File: config.mk
export PLATFORM = sky130hd
export DESIGN_NAME = scs_clock_control
export DESIGN_NICKNAME = d
export VERILOG_FILES = /design/src/scs_pkg.sv /design/src/scs_clock_control.sv /design/src/scs_edge_sync.sv /design/src/scs_cycle_counter.sv
export SDC_FILE = /design/constraint.sdc
export NUM_CORES = 1
export LEC_CHECK = 0
export BUFFER_PORTS_ARGS = -buffer_cell sky130_fd_sc_hd__buf_2
export CORE_UTILIZATION = 59
export DETAILED_ROUTE_END_ITERATION = 10
export HOLD_SLACK_MARGIN = 0.06
export PLACE_DENSITY = 0.94
export SETUP_SLACK_MARGIN = 0.1
export SYNTH_ARGS = -nofsm -noshare
export SYNTH_HDL_FRONTEND = slang
export SYNTH_SLANG_ARGS = --single-unit
File: constraint.sdc
create_clock -name ref_clk -period 6.07 [get_ports ref_clk]
set_clock_uncertainty 0.1 [all_clocks]
set_input_delay 1.5175 -clock ref_clk [delete_from_list [all_inputs] [get_ports ref_clk]]
set_output_delay 1.5175 -clock ref_clk [all_outputs]
set_load 0.02 [all_outputs]
File: src/scs_pkg.sv
// constants, codes and timing counts for the system clock source select block
package scs_pkg;
	localparam logic [3:0] CODE_EXT = 4'h0;
	localparam logic [3:0] CODE_RC = 4'h2;
	localparam logic [3:0] CODE_WDT = 4'h3;
	localparam logic [1:0] STARTUP_NONE = 2'h0;
	localparam logic [1:0] STARTUP_SHORT = 2'h1;
	localparam logic [1:0] STARTUP_LONG = 2'h2;
	localparam logic [1:0] STARTUP_RSVD = 2'h3;
	localparam logic FUSE_PROGRAMMED = 1'h0;
	localparam logic FUSE_UNPROGRAMMED = 1'h1;
	// factory defaults
	localparam logic [3:0] DEFAULT_CODE = 4'h2;
	localparam logic [1:0] DEFAULT_STARTUP = 2'h2;
	localparam logic DEFAULT_DIV8 = 1'h0;
	// source classes
	typedef enum logic [2:0] {
		SRC_EXT = 3'h0,
		SRC_RC = 3'h1,
		SRC_WDT = 3'h2,
		SRC_LOWF = 3'h3,
		SRC_XTAL = 3'h4,
		SRC_NONE = 3'h5
	} scs_src_t;
	// pin roles
	localparam logic [1:0] ROLE_IO = 2'h0;
	localparam logic [1:0] ROLE_CLKIN = 2'h1;
	localparam logic [1:0] ROLE_OSC = 2'h2;
	localparam logic [1:0] ROLE_CLKOUT = 2'h3;
	// oscillator pin indices in the sampled vector
	localparam int OSC_NUM = 6;
	localparam int OSC_EXT = 0;
	localparam int OSC_RC = 1;
	localparam int OSC_WDT = 2;
	localparam int OSC_LOWF = 3;
	localparam int OSC_XTAL = 4;
	localparam int OSC_EXTINT = 5;
	// counts in cycles of the counted oscillator
	localparam int CNT_W = 16;
	localparam logic [15:0] WAKE_INTERNAL_CK = 16'h0006;
	localparam logic [15:0] WAKE_EXT_CK = 16'h0006;
	localparam logic [15:0] WAKE_LOWF_CK = 16'h0400;
	localparam logic [15:0] RESET_SRC_CK = 16'h000E;
	localparam logic [15:0] WDT_SHORT_CYCLES = 16'h0200;
	localparam logic [15:0] WDT_LONG_DEFAULT = 16'h2000;
	localparam logic [15:0] WAKE_XTAL_DEFAULT = 16'h4000;
	localparam logic [2:0] DIV8_LAST = 3'h7;
	// sequencer states, gray along load, watchdog wait, source wait, run
	typedef enum logic [2:0] {
		ST_LOAD = 3'h0,
		ST_WDT = 3'h1,
		ST_SRC = 3'h3,
		ST_RUN = 3'h2,
		ST_SLEEP = 3'h6,
		ST_SWITCH = 3'h7
	} scs_state_t;
endpackage

File: src/scs_clock_control.sv
// system clock source selection, start-up sequencing and domain clock enables
`timescale 1ns/1ps
`default_nettype none
module scs_clock_control #(
	parameter logic [15:0] WDT_LONG_CYCLES = scs_pkg::WDT_LONG_DEFAULT, // long reset time-out
	parameter logic [15:0] WAKE_XTAL_CK = scs_pkg::WAKE_XTAL_DEFAULT // crystal start-up
) (
	input wire logic ref_clk, // 50 MHz system clock
	input wire logic rst, // synchronous reset, active high
	input wire logic [3:0] sourceSelectFuses, // non-volatile source code
	input wire logic [1:0] startupTimeFuses, // non-volatile start-up code
	input wire logic divideByEightSetting, // 0 = programmed, divide by 8
	input wire logic resetPinDisableSetting, // 0 = programmed, reset pin disabled
	input wire logic [7:0] factoryTrim, // factory calibration byte
	input wire logic trimWr, // pulse: write oscillator trim register
	input wire logic [7:0] trimWrData, // new trim value
	input wire logic selWr, // pulse: write runtime select register
	input wire logic [3:0] selWrSource, // new source select field
	input wire logic [1:0] selWrStartup, // new start-up time field
	input wire logic sleepReq, // pulse: enter power-down or power-save
	input wire logic wakeEvent, // pulse: wake from sleep
	input wire logic coreHaltReq, // level: gate core and flash clocks
	input wire logic ioHaltReq, // level: gate I/O clock
	input wire logic adcEnable, // level: converter clock wanted
	input wire logic adcNoiseReduce, // level: halt core and I/O during conversion
	input wire logic asyncUseExt, // level: async timer on external clock
	input wire logic clockOutEnable, // level: drive system clock on line five, except with a crystal or low-frequency source
	input wire logic extClockPin, // external clock input on line four
	input wire logic rcOscClk, // internal RC oscillator
	input wire logic wdtOscClk, // watchdog oscillator
	input wire logic lowFreqOscClk, // low-frequency oscillator
	input wire logic xtalOscClk, // crystal amplifier output
	input wire logic extIntPin, // external interrupt pin
	input wire logic asyncIntClr, // pulse: clear async interrupt flag
	output logic [7:0] oscillatorTrim, // oscillator trim register
	output logic [3:0] sourceSelectField, // runtime source select field
	output logic [1:0] startupTimeField, // runtime start-up field
	output scs_pkg::scs_src_t activeSource, // class of source in use
	output logic [1:0] xtalRange, // crystal range of active code
	output logic [1:0] portBLineFourRole, // role of line four
	output logic [1:0] portBLineFiveRole, // role of line five
	output logic cpuRunning, // instruction execution allowed
	output logic coreClkEn, // core clock enable
	output logic flashClkEn, // flash clock enable
	output logic ioClkEn, // I/O clock enable
	output logic adcClkEn, // converter clock enable
	output logic asyncTimerTick, // async timer clock pulse
	output logic wdtTick, // watchdog oscillator pulse for watchdog timer
	output logic sysClkTick, // divided system clock pulse
	output logic clockOutLevel, // level for clock output pin
	output logic asyncIntFlag // sticky async interrupt flag
);
	logic [scs_pkg::OSC_NUM-1:0] oscPins;
	logic [scs_pkg::OSC_NUM-1:0] oscLevel;
	logic [scs_pkg::OSC_NUM-1:0] oscRise;

	scs_pkg::scs_state_t state_q, state_d;
	logic [3:0] sel_q, sel_d;
	logic [1:0] sut_q, sut_d;
	logic [3:0] active_q, active_d;
	logic div8_q, div8_d;
	logic [7:0] trim_q, trim_d;
	logic [2:0] divCnt_q, divCnt_d;
	logic sysTick_q, sysTick_d;
	logic asyTick_q, asyTick_d;
	logic wdtTick_q, wdtTick_d;
	logic clkOut_q, clkOut_d;
	logic asyInt_q, asyInt_d;

	logic wdtStart;
	logic srcStart;
	logic [15:0] wdtTarget;
	logic [15:0] srcTarget;
	logic wdtDone;
	logic srcDone;
	logic srcTick;
	logic running;
	logic [3:0] countedCode;

	// source class of a four-bit code
	function automatic scs_pkg::scs_src_t srcClass(input logic [3:0] code);
		if (code[3]) begin
			srcClass = scs_pkg::SRC_XTAL;
		end else if (code[2]) begin
			srcClass = scs_pkg::SRC_LOWF;
		end else if (code == scs_pkg::CODE_EXT) begin
			srcClass = scs_pkg::SRC_EXT;
		end else if (code == scs_pkg::CODE_RC) begin
			srcClass = scs_pkg::SRC_RC;
		end else if (code == scs_pkg::CODE_WDT) begin
			srcClass = scs_pkg::SRC_WDT;
		end else begin
			srcClass = scs_pkg::SRC_NONE;
		end
	endfunction

	// start-up cycles of a source after wake-up or switch
	function automatic logic [15:0] wakeCount(input logic [3:0] code);
		unique case (srcClass(code))
			scs_pkg::SRC_RC, scs_pkg::SRC_WDT: wakeCount = scs_pkg::WAKE_INTERNAL_CK;
			scs_pkg::SRC_LOWF: wakeCount = scs_pkg::WAKE_LOWF_CK;
			scs_pkg::SRC_XTAL: wakeCount = WAKE_XTAL_CK;
			default: wakeCount = scs_pkg::WAKE_EXT_CK;
		endcase
	endfunction

	// tick of the oscillator that feeds a code
	function automatic logic codeTick(input logic [3:0] code,
			input logic [scs_pkg::OSC_NUM-1:0] rise);
		unique case (srcClass(code))
			scs_pkg::SRC_EXT: codeTick = rise[scs_pkg::OSC_EXT];
			scs_pkg::SRC_RC: codeTick = rise[scs_pkg::OSC_RC];
			scs_pkg::SRC_WDT: codeTick = rise[scs_pkg::OSC_WDT];
			scs_pkg::SRC_LOWF: codeTick = rise[scs_pkg::OSC_LOWF];
			scs_pkg::SRC_XTAL: codeTick = rise[scs_pkg::OSC_XTAL];
			default: codeTick = 1'b0;
		endcase
	endfunction

	assign oscPins = {extIntPin, xtalOscClk, lowFreqOscClk, wdtOscClk, rcOscClk, extClockPin};

	genvar gi;
	generate
		for (gi = 0; gi < scs_pkg::OSC_NUM; gi++) begin : g_sync
			scs_edge_sync u_sync (
				.ref_clk(ref_clk),
				.rst(rst),
				.pinIn(oscPins[gi]),
				.levelOut(oscLevel[gi]),
				.risePulse(oscRise[gi])
			);
		end
	endgenerate

	// watchdog counter always sees its own oscillator, whatever the device clock
	scs_cycle_counter u_wdt_cnt (
		.ref_clk(ref_clk),
		.rst(rst),
		.start(wdtStart),
		.target(wdtTarget),
		.tick(oscRise[scs_pkg::OSC_WDT]),
		.busy(),
		.done(wdtDone)
	);

	scs_cycle_counter u_src_cnt (
		.ref_clk(ref_clk),
		.rst(rst),
		.start(srcStart),
		.target(srcTarget),
		.tick(srcTick),
		.busy(),
		.done(srcDone)
	);

	// during a switch the pending source is counted, otherwise the active one
	assign countedCode = (state_q == scs_pkg::ST_SWITCH) ? sel_q : active_q;
	assign srcTick = codeTick(countedCode, oscRise);

	// reset time-out on the watchdog oscillator by start-up field
	always_comb begin
		unique case (sut_q)
			scs_pkg::STARTUP_NONE: begin
				if (resetPinDisableSetting == scs_pkg::FUSE_PROGRAMMED) begin
					wdtTarget = scs_pkg::WDT_SHORT_CYCLES;
				end else begin
					wdtTarget = 16'h0000;
				end
			end
			scs_pkg::STARTUP_SHORT: wdtTarget = scs_pkg::WDT_SHORT_CYCLES;
			scs_pkg::STARTUP_LONG: wdtTarget = WDT_LONG_CYCLES;
			scs_pkg::STARTUP_RSVD: wdtTarget = WDT_LONG_CYCLES;
		endcase
	end

	// sequencer and runtime select register
	always_comb begin
		state_d = state_q;
		sel_d = sel_q;
		sut_d = sut_q;
		active_d = active_q;
		wdtStart = 1'b0;
		srcStart = 1'b0;
		srcTarget = scs_pkg::RESET_SRC_CK;
		unique case (state_q)
			scs_pkg::ST_LOAD: begin
				wdtStart = 1'b1;
				state_d = scs_pkg::ST_WDT;
			end
			scs_pkg::ST_WDT: begin
				if (wdtDone) begin
					srcStart = 1'b1;
					srcTarget = scs_pkg::RESET_SRC_CK;
					state_d = scs_pkg::ST_SRC;
				end
			end
			scs_pkg::ST_SRC: begin
				if (srcDone) begin
					state_d = scs_pkg::ST_RUN;
				end
			end
			scs_pkg::ST_RUN: begin
				if (sleepReq) begin
					state_d = scs_pkg::ST_SLEEP;
				end else if (selWr) begin
					sel_d = selWrSource;
					sut_d = selWrStartup;
					if (selWrSource != active_q) begin
						srcStart = 1'b1;
						srcTarget = wakeCount(selWrSource);
						state_d = scs_pkg::ST_SWITCH;
					end
				end
			end
			scs_pkg::ST_SLEEP: begin
				if (wakeEvent) begin
					srcStart = 1'b1;
					srcTarget = wakeCount(active_q);
					state_d = scs_pkg::ST_SRC;
				end
			end
			scs_pkg::ST_SWITCH: begin
				if (srcDone) begin
					active_d = sel_q;
					state_d = scs_pkg::ST_RUN;
				end
			end
			default: state_d = scs_pkg::ST_LOAD;
		endcase
	end

	assign running = (state_q == scs_pkg::ST_RUN);

	// trim, divider, ticks and async interrupt flag
	always_comb begin
		trim_d = trim_q;
		if (trimWr) begin
			trim_d = trimWrData;
		end
		divCnt_d = divCnt_q;
		sysTick_d = 1'b0;
		if (running && codeTick(active_q, oscRise)) begin
			divCnt_d = divCnt_q + 3'h1;
			if (div8_q == scs_pkg::FUSE_PROGRAMMED) begin
				sysTick_d = (divCnt_q == scs_pkg::DIV8_LAST);
			end else begin
				sysTick_d = 1'b1;
			end
		end
		clkOut_d = clkOut_q;
		if (sysTick_q) begin
			clkOut_d = ~clkOut_q;
		end
		if (asyncUseExt) begin
			asyTick_d = oscRise[scs_pkg::OSC_EXT];
		end else begin
			asyTick_d = oscRise[scs_pkg::OSC_LOWF];
		end
		wdtTick_d = oscRise[scs_pkg::OSC_WDT];
		// edge caught regardless of the I/O clock enable; a new edge beats the clear
		asyInt_d = asyInt_q;
		if (asyncIntClr) begin
			asyInt_d = 1'b0;
		end
		if (oscRise[scs_pkg::OSC_EXTINT]) begin
			asyInt_d = 1'b1;
		end
	end

	always_ff @(posedge ref_clk) begin
		if (rst) begin
			state_q <= scs_pkg::ST_LOAD;
			sel_q <= sourceSelectFuses;
			sut_q <= startupTimeFuses;
			active_q <= sourceSelectFuses;
			div8_q <= divideByEightSetting;
			trim_q <= factoryTrim;
			divCnt_q <= 3'h0;
			sysTick_q <= 1'b0;
			asyTick_q <= 1'b0;
			wdtTick_q <= 1'b0;
			clkOut_q <= 1'b0;
			asyInt_q <= 1'b0;
		end else begin
			state_q <= state_d;
			sel_q <= sel_d;
			sut_q <= sut_d;
			active_q <= active_d;
			div8_q <= div8_d;
			trim_q <= trim_d;
			divCnt_q <= divCnt_d;
			sysTick_q <= sysTick_d;
			asyTick_q <= asyTick_d;
			wdtTick_q <= wdtTick_d;
			clkOut_q <= clkOut_d;
			asyInt_q <= asyInt_d;
		end
	end

	assign div8_d = div8_q;

	// pin roles follow the code in use
	always_comb begin
		unique case (srcClass(active_q))
			scs_pkg::SRC_EXT: portBLineFourRole = scs_pkg::ROLE_CLKIN;
			scs_pkg::SRC_LOWF, scs_pkg::SRC_XTAL: portBLineFourRole = scs_pkg::ROLE_OSC;
			default: portBLineFourRole = scs_pkg::ROLE_IO;
		endcase
		if ((srcClass(active_q) == scs_pkg::SRC_LOWF) || (srcClass(active_q) == scs_pkg::SRC_XTAL)) begin
			portBLineFiveRole = scs_pkg::ROLE_OSC;
		end else if (clockOutEnable) begin
			portBLineFiveRole = scs_pkg::ROLE_CLKOUT;
		end else begin
			portBLineFiveRole = scs_pkg::ROLE_IO;
		end
	end

	assign oscillatorTrim = trim_q;
	assign sourceSelectField = sel_q;
	assign startupTimeField = sut_q;
	assign activeSource = srcClass(active_q);
	assign xtalRange = active_q[3] ? active_q[2:1] : 2'h0;
	assign cpuRunning = running;
	assign coreClkEn = running && !coreHaltReq && !adcNoiseReduce;
	assign flashClkEn = coreClkEn;
	assign ioClkEn = running && !ioHaltReq && !adcNoiseReduce;
	assign adcClkEn = adcEnable && (running || adcNoiseReduce);
	assign asyncTimerTick = asyTick_q;
	assign wdtTick = wdtTick_q;
	assign sysClkTick = sysTick_q;
	assign clockOutLevel = clkOut_q && (portBLineFiveRole == scs_pkg::ROLE_CLKOUT);
	assign asyncIntFlag = asyInt_q;
endmodule
`default_nettype wire

File: src/scs_edge_sync.sv
// two-flop synchroniser with rising-edge pulse for one oscillator or pin
`timescale 1ns/1ps
`default_nettype none
module scs_edge_sync (
	input wire logic ref_clk, // system clock
	input wire logic rst, // synchronous reset, active high
	input wire logic pinIn, // asynchronous level
	output logic levelOut, // synchronised level
	output logic risePulse // one-cycle pulse on rising edge
);
	logic meta_q;
	logic sync_q;
	logic last_q;
	logic meta_d;
	logic sync_d;
	logic last_d;

	always_comb begin
		meta_d = pinIn;
		sync_d = meta_q;
		last_d = sync_q;
	end

	always_ff @(posedge ref_clk) begin
		if (rst) begin
			meta_q <= 1'b0;
			sync_q <= 1'b0;
			last_q <= 1'b0;
		end else begin
			meta_q <= meta_d;
			sync_q <= sync_d;
			last_q <= last_d;
		end
	end

	assign levelOut = sync_q;
	assign risePulse = sync_q & ~last_q;
endmodule
`default_nettype wire

File: src/scs_cycle_counter.sv
// counts oscillator ticks down from a loaded target and pulses when finished
`timescale 1ns/1ps
`default_nettype none
module scs_cycle_counter (
	input wire logic ref_clk, // system clock
	input wire logic rst, // synchronous reset, active high
	input wire logic start, // pulse: load target and begin
	input wire logic [15:0] target, // ticks to wait
	input wire logic tick, // one pulse per counted oscillator cycle
	output logic busy, // counting
	output logic done // one-cycle pulse at end
);
	logic [15:0] count_q;
	logic [15:0] count_d;
	logic busy_q;
	logic busy_d;
	logic done_q;
	logic done_d;

	always_comb begin
		count_d = count_q;
		busy_d = busy_q;
		done_d = 1'b0;
		if (start) begin
			count_d = target;
			busy_d = 1'b1;
		end else if (busy_q && (count_q == 16'h0000)) begin
			busy_d = 1'b0;
			done_d = 1'b1;
		end else if (busy_q && tick) begin
			count_d = count_q - 16'h0001;
		end
	end

	always_ff @(posedge ref_clk) begin
		if (rst) begin
			count_q <= 16'h0000;
			busy_q <= 1'b0;
			done_q <= 1'b0;
		end else begin
			count_q <= count_d;
			busy_q <= busy_d;
			done_q <= done_d;
		end
	end

	assign busy = busy_q;
	assign done = done_q;
endmodule
`default_nettype wire

# Word-level counts from Yosys, hierarchy flattened
# Index checks and enable logic that the tools add are counted.
# totals
ff_bits	84
# classes
add_sub_neg	3
eq_ne	37
mux	80
bitwise	14
reduce_logical	46
# op_table
cell	n
2-to-1 mux 16 bit	6
case mux 15 bit (2 select lines)	3
2-to-1 mux 3 bit	27
2-to-1 mux 15 bit	4
case mux 16 bit (3 select lines)	1
logical NOT 16 bit	2
2-to-1 mux 4 bit	8
subtractor 16 x 1 -> 16 bit, second input constant	2
== test 3 x 2 -> 1 bit, second input constant	8
== test 4 x 2 -> 1 bit, second input constant	6
== test 3 bit, second input constant	7
nonzero test 2 bit	10
2-to-1 mux 1 bit	16
2-to-1 mux 8 bit	2
case mux 3 bit (5 select lines)	1
2-to-1 mux 2 bit	7
logical NOT 4 bit	3
OR reduction 2 bit	6
logical AND 1 bit	11
2-to-1 mux 10 bit	1
case mux 1 bit (5 select lines)	2
== test 3 x 1 -> 1 bit, second input constant	3
logical NOT 3 bit	3
NOT 1 bit	8
other kinds (17)	33

# Logic depth before layout (Yosys ltp)
# Gate-level depths: netlist of run 1.
# logic_depth
depth_word	17
depth_mapped	9
ltp_nobuf	8

# Hierarchy
# A second synthesis of run 1 with hierarchy kept.
# hier_totals
hier_cells	494
area_unflattened_um2	4620.7
# by_module_without_submodules
mod	instances	cells_per_inst	area_per_inst_um2
scs_cycle_counter	2	137	1188.6
scs_clock_control	1	178	1717.9
scs_edge_sync	6	7	87.6

# Worst setup path before layout of run 1
# No wires, ideal clock.
# synth_path
kind	input to output
startpoint	in adcNoiseReduce
endpoint	out flashClkEn
arrival_time_ps	2323
path_slack_ps	2130
path_stages	2
n_path_buf	1
path_cell_list	nor3_1 -> buf_4
# synth_between
elab_chain_cells	2
# synth_lines
element	line_no	rtl
from (decl)	scs_clock_control.sv:25	input wire logic adcNoiseReduce,
logical NOT 1 bit	scs_clock_control.sv:324	assign coreClkEn = running && !coreHaltReq && !adcNoiseReduce;
logical AND 1 bit	scs_clock_control.sv:324	
to (decl)	scs_clock_control.sv:44	output logic flashClkEn,
# No other way between the ends.

# Final worst setup path of run 1
# layout_path
startpoint	in clockOutEnable
endpoint	out clockOutLevel
# layout_between
elab_chain_cells	4
# layout_lines
element	line_no	rtl
from (decl)	scs_clock_control.sv:27	input wire logic clockOutEnable,
2-to-1 mux 2 bit	scs_clock_control.sv:311	end else if (clockOutEnable) begin
2-to-1 mux 2 bit	scs_clock_control.sv:309	if ((srcClass(active_q) == scs_pkg::SRC_LOWF) || (srcClass(active_q) == scs_pkg::SRC_XTAL)) begin
== test 2 bit	scs_clock_control.sv:331	assign clockOutLevel = clkOut_q && (portBLineFiveRole == scs_pkg::ROLE_CLKOUT);
logical AND 1 bit	scs_clock_control.sv:331	
to (decl)	scs_clock_control.sv:50	output logic clockOutLevel,
# No other way between the ends.

==> results of run 1 <==
[routing by layer]
layer	wire length [um]	track usage
met1	3903	0.3424
met5	0	0
met2	4503	0.4523
met4	238	0.1152
met3	728	0.06031
[stage by stage]
stage	setup slack, ns	instance area [um^2]	power, W
3_5_place_dp	2.327	4484	0.0007762
3_3_place_gp	2.376	4484	0.0007686
4_1_cts	2.326	4671	0.001138
2_1_floorplan	2.130	4095	0.0007247
5_1_grt	2.292	4671	0.001183
6_report	2.347	4671	0.001138
[layout by cell type (no fill, tap or decap), types with 13 or more instances in the layout]
cell       n
or3_1     14
nand2_1   28
xnor2_1   13
nor2_1    43
a21oi_1   19
dfxtp_1   65
inv_1     26
edfxtp_1  19
o21ai_0   17
nor2b_1   21
buf_2     81
[worst min-delay path by stage]
stage | from | endpoint | slack (ns)
after floorplan | g_sync[0].u_sync.meta_q$_SDFF_PP0_ | g_sync[0].u_sync.levelOut$_SDFF_PP0_ | 0.31
after global placement | g_sync[4].u_sync.meta_q$_SDFF_PP0_ | g_sync[4].u_sync.levelOut$_SDFF_PP0_ | 0.32
after detailed placement | g_sync[1].u_sync.meta_q$_SDFF_PP0_ | g_sync[1].u_sync.levelOut$_SDFF_PP0_ | 0.32
after CTS | g_sync[2].u_sync.meta_q$_SDFF_PP0_ | g_sync[2].u_sync.levelOut$_SDFF_PP0_ | 0.34
after global routing | g_sync[2].u_sync.meta_q$_SDFF_PP0_ | g_sync[2].u_sync.levelOut$_SDFF_PP0_ | 0.37
final | g_sync[5].u_sync.meta_q$_SDFF_PP0_ | g_sync[5].u_sync.levelOut$_SDFF_PP0_ | 0.34
[where the power goes]
| group | switching (W) | internal, W |
|---|---|---|
| clock | 0.000192 | 0.000180 |
| combinational | 0.0000891 | 0.0000588 |
| sequential | 0.0000229 | 0.000596 |
[kinds of logic (layout without fill, tap and decap cells)]
logic type,count (synthesis),in the layout,synth area share
compound gates,67,67,0.1118
xor+xnor,23,23,0.04919
fa+ha+maj,4,4,0.01222
buf+inv,50,124,0.05316
flops,84,84,0.4571
mux,18,18,0.04797
simple gates,196,196,0.2686
[area by class of cell]
class | count | share of cell area
Multi-Input combinational cell | 308 | 0.4294
Tap cell | 77 | 0.02063
Clock buffer | 11 | 0.03482
Inverter | 26 | 0.02089
Sequential cell | 84 | 0.4008
Timing Repair Buffer | 82 | 0.08840
Clock inverter | 5 | 0.005090
[flip-flops by register name, indices dropped and copies added (netlist names), 2 cells and up]
name and count:
u_wdt_cnt.count_q 16, oscillatorTrim 8, startupTimeField 2, sourceSelectField 4, divCnt_q 3, g_sync.u_sync.levelOut 6, active_q 4, g_sync.u_sync.last_q 6
u_src_cnt.count_q 16, g_sync.u_sync.meta_q 6, state_q 3
==> results.md, run 1 <==
- Drt pass-1 iters: 6
- N_diodes: 0
- GP Congestion: 0.8710
- Die Area: ~7300 um^2
- Period utilization: 0.6133
- R2R depth: 6
- Cell variety after synth: between 60 and 70
- Reg2reg start: state_q[0]$_SDFFE_PP0P_
- Final #Nets: 564
- Startpoint types: input port
- Vias in the first global route: 3287
- DP Cell Count: around 580
- H-Tree Depth: 3
- Drt initial violations: 385
- DR WL/cell: approximately 16 um
- Critical path launch point: clockOutEnable
- Clock Root Buffer: clkbuf_8
- Slowest cell delay on critical path: 0.16 ns
- Post-CTS resize count: 0
- Routed via count: 3524
- WHS Path Cells: 1
- Lkg Pwr: 1.897 nW
- Post-CTS setup buffers: 0
- Reg area: 1872 um^2
- Slew Viols, Final: 0
- Asr flop ratio synth: 0
- Total GRT Usage: 0.2719
- Non-filler cells, final: between 500 and 600
- Layout fillers: about 480
- VDD IR max: 0.1239 mV
- Seq/Total Area, Yosys: 0.4571
- Largest net degree at the start of global routing: 63
- Setup violators final: 0
- Post-DP HPWL: 6.634 mm
- Antenna violations before repair: 0
- Residual DRC count: 0
- Cell Area, Synth: ~4100 um^2
- Share of the synthesized area in the top cell type: 0.3178
- CTS tree: done
- Status: complete, no violations
- WP buf/inv: 3
- Initial Utilization: 0.6270
- Worst hold slack: 0.3387 ns
- Syn Nets: 495
- Setup TNS: 0 ns
- Crit-path leading delay family: simple AND/OR/NAND/NOR gates
- Detail Route Antenna Nets: 0
- Primary FF master, synth: dfxtp_1
- Post-Synthesis Cells: 442
- Most frequent cell after synthesis: dfxtp_1
- Num rows: 29
- Pwr Density: 243.6 nW/um^2
- Clk sinks: 84
- Layout area overhead: 14.05%
- Ys Warns: 0
- Multi-input logic area: about 2000 um^2
- Reg clk slew, reported paths: around 0.070 ns
- Mapped Avg Cell Area: between 9 and 10 um^2
- WS Path Type: input port to primary output
- Hold_buf cts: 0
- Total grt overflow: 0
- IO Port Bufs: 81
- Clk_lat worst skew: between 0.3 and 0.4 ns
- Layout cells sized above 1: 0.2403
- Die Width: 85.31 um
- Seq cells post-synth: between 80 and 90
- Worst setup endpoint: clockOutLevel
- Total CTS buffers: 9
- Critical path depth: 5
- Biggest area consumer among synthesized cells: dfxtp_1
- Synth cell count leaders: dfxtp_1 (65), nor2_1 (43), nand2_1 (28)
- Total Wirelength: ~9.4 mm
- Post-synth EDFFs: 19
- Synth top area cells: dfxtp_1 (32%), edfxtp_1 (14%), nor2_1 (3.9%)
- Max clock buf depth: 2
- RR Endpoint: u_src_cnt.count_q[11]$_SDFFE_PP0P_
- Worst-path cell chain: buf_2 -> inv_1 -> nor2_1 -> and2_1 -> buf_2
- Io pins: 82
- Core Region: 6531 um^2
- Tmin final: 3.723 ns
- Critical path data required time: 4.45 ns
- Min-delay worst type: register to register
- Routed vias/inst: 5.943
- Data arrival, critical path: 2.11 ns
- Crit end category: primary output
- Final core utilization: 0.7151
- Die height: 85.31 um
- Final hold violation count: 0
- F_max: 268.6 MHz
- RSZ-0062 raised after global routing: no
- First-pass GRT wire length: 15.41 mm
- Worst slew margin: 0.4080
- MaxCap Viol Count: 0
- CP dominant cell by count: buf_2
- Worst Max-Slew Pin Slew: 0.8858 ns
- CP max stage cell: and2_1
- Internal reg-to-reg setup slack: 3.27 ns
- Worst Path Max Fanout: 2
Power figures use the tool's default switching activity.
==> run 2, diff against run 1 <==
Settings changed: CORE_UTILIZATION 59 to 50, PLACE_DENSITY 0.94 to 0.85.
Clock period 6.07 ns to 3.2 ns, I/O delays scaled along.
==> run 2 against run 1 <==
Against the previous run:
- non-clock buffer count rose by 2
- critical path depth fell by 2
- register-to-register slack got worse by 2.7 ns
- global-route usage fell by 5.1 points
- sequential cell count did not move
- worst hold slack improved by 0.0036 ns
==> results.md, run 2 (synthesis results as in run 1) <==
- MaxCap Viol Count: 0 (unchanged)
- RSZ-0062 raised after global routing: no (unchanged)
- H-Tree Depth: 3 (unchanged)
- Largest net degree at the start of global routing: 62 (was 63)
- F_max: about 370 MHz
- GP Congestion: 0.9169 (was 0.8710)
- Hold_buf cts: 0 (unchanged)
- Layout fillers: 668 (was 484)
- Clk pwr share: 0.352 (was 0.327)
- Critical path data required time: 2.30 ns (was 4.45 ns)
- Total grt overflow: 0 (unchanged)
- Final hold violation count: 0 (unchanged)
- Total GRT Usage: 0.2210 (was 0.2719)
- CTS tree: done (unchanged)
- Total Wirelength: 8.971 mm (was 9.374 mm)
- Worst Path Max Fanout: 10 (was 2)
- Sw frac: 0.2700 (was 0.2668)
- Slew Viols, Final: 0 (unchanged)
- Detail Route Antenna Nets: 0 (unchanged)
- Core Region: 7807 um^2 (was 6531 um^2)
- Commonest non-fill, non-tap cell in the layout: buf_2 (unchanged)
- Pwr Density: 470.8 nW/um^2 (was 243.6 nW/um^2)
- Commonest cells after routing, fill and taps aside: buf_2 (81), dfxtp_1 (65), nor2_1 (43) (unchanged)
- Num rows: 32 (was 29)
- Initial Utilization: 0.5245 (was 0.6270)
- Part of the power in registers: 0.524 (was 0.543)
- Die height: 92.50 um (was 85.31 um)
- Final #Nets: 566 (was 564)
- Die Area: 8556 um^2 (was 7278 um^2)
- First-pass GRT wire length: 14.94 mm (was 15.41 mm)
- Vias in the first global route: 3259 (was 3287)
- Net Switching: 0.0006038 W (was 0.0003037 W)
- N_diodes: 0 (unchanged)
- Post-CTS resize count: 0 (unchanged)
- Startpoint types: register (was input port)
- Tmin final: between 2 and 3 ns
- Worst slew margin: 0.4530 (was 0.4080)
- Io pins: 82 (unchanged)
- Setup TNS: 0 ns (unchanged)
- Layout area overhead: 15.98% (was 14.05%)
- Setup violators final: 0 (unchanged)
- Clock Root Buffer: clkbuf_8 (unchanged)
- Data arrival, critical path: 1.82 ns (was 2.11 ns)
- Antenna violations before repair: 0 (unchanged)
- Worst Max-Slew Pin Slew: 0.8184 ns (was 0.8858 ns)
- Drt initial violations: 215 (was 385)
- Post-DP HPWL: 6.656 mm (was 6.634 mm)
- Routed vias/inst: 5.590 (was 5.943)
- Reg clk slew, reported paths: 0.08 ns (was 0.07 ns)
- Routed via count: 3466 (was 3524)
- Clk_lat worst skew: 0.35 ns (about the same)
- Total CTS buffers: 9 (unchanged)
- DR WL/cell: 14.47 um (was 15.81 um)
- Die Width: 92.50 um (was 85.31 um)
- Layout cells sized above 1: 0.2490 (was 0.2403)
- Post-CTS setup buffers: 0 (unchanged)
- Residual DRC count: 0 (unchanged)
- WS Path Type: register to primary output (was input port to primary output)
- Comb pwr share: 0.124 (was 0.130)
- DP Cell Count: 604 (was 577)
- IO Port Bufs: 81 (unchanged)
- Lkg Pwr: 1.922 nW (was 1.897 nW)
- Min-delay worst type: register to register (unchanged)
- Drt pass-1 iters: 5 (was 6)
- Max clock buf depth: 2 (unchanged)
- Crit end category: primary output (unchanged)
- Status: complete, no violations (unchanged)
- Clk sinks: 84 (unchanged)
- Internal power: 0.001632 W (was 0.0008344 W)
- VDD IR max: 0.2564 mV (was 0.1239 mV)
- Period utilization: 0.8512
- Non-filler cells, final: 620 (was 593)
[run 2: stage by stage]
stage / setup WS, ns / utilization / hold slack [ns] / total power (W) / cell area (um^2)
finish: 0.4760 / 0.6083 / 0.3423 / 0.002236 / 4750
global route: 0.3682 / 0.6083 / 0.3526 / 0.002332 / 4750
CTS: 0.4705 / 0.6083 / 0.3445 / 0.002248 / 4750
detailed placement: 0.5894 / 0.5819 / 0.3234 / 0.001473 / 4543
global placement: 0.6586 / 0.5819 / 0.3189 / 0.001461 / 4543
floorplan: 0.5446 / - / 0.3138 / 0.001375 / 4095
[run 2: worst paths after layout]
check                                                   startpoint                                   end  slack (ns)  cells past startpoint
worst max-delay path                       state_q[1]$_SDFFE_PP0P_                            flashClkEn        0.48                      3
worst min-delay path            g_sync[4].u_sync.meta_q$_SDFF_PP0_  g_sync[4].u_sync.levelOut$_SDFF_PP0_        0.34                      1
worst max register to register               active_q[0]$_DFFE_PP_     u_src_cnt.count_q[1]$_SDFFE_PP0P_        0.59                      6
worst min register to register  g_sync[4].u_sync.meta_q$_SDFF_PP0_  g_sync[4].u_sync.levelOut$_SDFF_PP0_        0.34                      1
[run 2: layout make-up]
type	instances	area [um^2]	share of cell area
clock inverter	6	68.82	0.01449
tap	102	127.6	0.02687
multi-input combinational	308	2006	0.4223
clock buffer	10	137.6	0.02898
sequential	84	1872	0.3941
inverter	26	97.59	0.02055
timing repair buffer	84	440.4	0.09273
[run 2: per-layer routing]
layer  wire length, um  track usage  vias up
met4               155      0.07292        0
met5                 0            0        -
met3               663      0.04844       17
met1              3766       0.2727     1614
li1                  -            -     1695
met2              4386       0.3809      140
[run 2: worst max-delay path: stages (launching register included)]
cell	delay [ns]
dfxtp_1	0.50
or3b_1	0.55
nor3_1	0.22
buf_2	0.20
[run 2: power groups by stage]
stage               Combinational [W]  Sequential [W]  Clock, W
global placement             0.000268         0.00119         0
floorplan                    0.000178         0.00120         0
CTS                          0.000279         0.00117  0.000798
detailed placement           0.000277         0.00120         0
global route                 0.000306         0.00118  0.000847
finish                       0.000278         0.00117  0.000786
==> run 3, diff against run 2 <==
Settings changed: CORE_MARGIN set to 2, CORE_UTILIZATION 50 to 51, CTS_BUF_LIST set to sky130_fd_sc_hd__clkbuf_4, PLACE_DENSITY 0.85 to 0.87.
==> run 3 against run 2 <==
Against the previous run:
- clock-buffer cell count decreased by 1
- sequential cell count unchanged
- highest routed layer unchanged
- clock power decreased by 22%
- sequential power about the same
- sequential share of layout area increased by 0.70 points
- via count decreased by 1.3%
- core utilization decreased by 0.75 points
==> results.md, run 3 (synthesis results as in run 1) <==
- Status: complete, no violations (unchanged)
- Final hold violation count: 0 (unchanged)
- Die Width: 93.61 um (was 92.50 um)
- Die Area: 8763 um^2 (was 8556 um^2)
- F_max: 347.5 MHz (was 367.1 MHz)
- N_diodes: 0 (unchanged)
- Core Region: 7767 um^2 (was 7807 um^2)
- DP Area: 4531 um^2 (was 4543 um^2)
- Startpoint types: register (unchanged)
- Total CTS buffers: 9 (unchanged)
- MaxCap Viol Count: 0 (unchanged)
- Worst Path Max Fanout: 15 (was 10)
- Setup TNS: 0 ns (unchanged)
- Final instance area: 4667 um^2 (was 4750 um^2)
- Tmin final: 2.877 ns (was 2.724 ns)
- Worst slew margin: 0.4090 (was 0.4530)
- Total Wirelength: 8.891 mm (was 8.971 mm)
- Clk sinks: 84 (unchanged)
- IO Port Bufs: 81 (unchanged)
- Post-DP HPWL: 6.640 mm (was 6.656 mm)
- RSZ-0062 raised after global routing: no (unchanged)
- Drt initial violations: 99 (was 215)
- Setup violators final: 0 (unchanged)
- Residual DRC count: 0 (unchanged)
- Total GRT Usage: 0.2135 (was 0.2210)
- Layout area overhead: 13.96% (was 15.98%)
- Max clock buf depth: 2 (unchanged)
- Lkg Pwr: 1.892 nW (was 1.922 nW)
- Hold_buf cts: 0 (unchanged)
- Post-CTS resize count: 0 (unchanged)
- Total grt overflow: 0 (unchanged)
- Routed vias/inst: 5.519 (was 5.590)
- Min-delay worst type: register to register (unchanged)
- Post-CTS setup buffers: 0 (unchanged)
- DR WL/cell: 14.34 um (was 14.47 um)
- Commonest non-fill, non-tap cell in the layout: buf_2 (unchanged)
- Antenna violations before repair: 0 (unchanged)
- Routed via count: 3422 (was 3466)
- H-Tree Depth: 3 (unchanged)
- Final #Nets: 566 (unchanged)
- Data arrival, critical path: 1.98 ns (was 1.82 ns)
- First-pass GRT wire length: 14.66 mm (was 14.94 mm)
- Largest net degree at the start of global routing: 62 (unchanged)
- Clock Root Buffer: clkbuf_4 (was clkbuf_8)
- Crit end category: primary output (unchanged)
- Critical path data required time: 2.30 ns (about the same)
- Initial Utilization: 0.5272 (was 0.5245)
- Pwr Density: 441.8 nW/um^2 (was 470.8 nW/um^2)
- Period utilization: 0.8992 (was 0.8512)
- Layout cells sized above 1: 0.2490 (unchanged)
- Vias in the first global route: 3267 (was 3259)
- Drt pass-1 iters: 4 (was 5)
- Num rows: 32 (unchanged)
- WS Path Type: register to primary output (unchanged)
- Reg clk slew, reported paths: 0.16 ns (was 0.08 ns)
- GP Congestion: 0.9066 (was 0.9169)
- Die height: 93.61 um (was 92.50 um)
- Commonest cells after routing, fill and taps aside: buf_2 (81), dfxtp_1 (65), nor2_1 (43) (unchanged)
- Io pins: 82 (unchanged)
- Worst hold slack: 0.3561 ns (was 0.3423 ns)
- Detail Route Antenna Nets: 0 (unchanged)
- VDD IR max: 0.2577 mV (was 0.2564 mV)
- Clk_lat worst skew: 0.46 ns (was 0.35 ns)
- CTS tree: done (unchanged)
- Slew Viols, Final: 0 (unchanged)
- Worst Max-Slew Pin Slew: 0.8842 ns (was 0.8184 ns)
==> run 3: worst paths after layout <==
check,startpoint,to,slack (ns),cells past startpoint
min,g_sync[0].u_sync.meta_q$_SDFF_PP0_,g_sync[0].u_sync.levelOut$_SDFF_PP0_,0.36,1
max,active_q[3]$_DFFE_PP_,clockOutLevel,0.32,4
max reg2reg,state_q[2]$_SDFFE_PP0P_,u_src_cnt.count_q[11]$_SDFFE_PP0P_,0.53,6
min reg2reg,g_sync[0].u_sync.meta_q$_SDFF_PP0_,g_sync[0].u_sync.levelOut$_SDFF_PP0_,0.36,1
==> run 3: area by class of cell <==
type                            instances  area [um^2]
Fill cell                             680         3100
Multi-Input combinational cell        308         2006
Sequential cell                        84         1872
Timing Repair Buffer                   84        427.9
Tap cell                              102        127.6
Inverter                               26        97.59
Clock inverter                          7        68.82
Clock buffer                            9        67.56
==> run 3: report_power, final <==
group          internal, W  switching (W)  leakage (nW)  total (W)
Clock             0.000187       0.000427        0.0777   0.000615
Combinational     0.000112       0.000162          1.10   0.000274
Sequential         0.00113      0.0000421         0.719    0.00117
Total              0.00143       0.000632          1.89    0.00206
==> run 3: through the flow <==
step                std cells  utilization  worst slack (ns)  total power (W)
floorplan                 442            -            0.5446         0.001375
global placement          604       0.5833            0.6390         0.001459
detailed placement        604       0.5833            0.5355         0.001470
CTS                       620       0.6008            0.3075         0.002076
global route              620       0.6008            0.2015         0.002158
finish                    620       0.6008            0.3225         0.002062
==> run 3: critical path: stages (launching register included) <==
cell and delay [ns]:
edfxtp_1 0.64, or2_2 0.43, nor2_1 0.15, and2_1 0.15, buf_2 0.16
==> run 3: layer usage <==
metal  share of wire  wire length, um  global-route usage
met5               0                0                   0
met4           0.025              224              0.1123
met3           0.048              428             0.03787
met2            0.51             4545              0.3663
met1            0.42             3692              0.2548
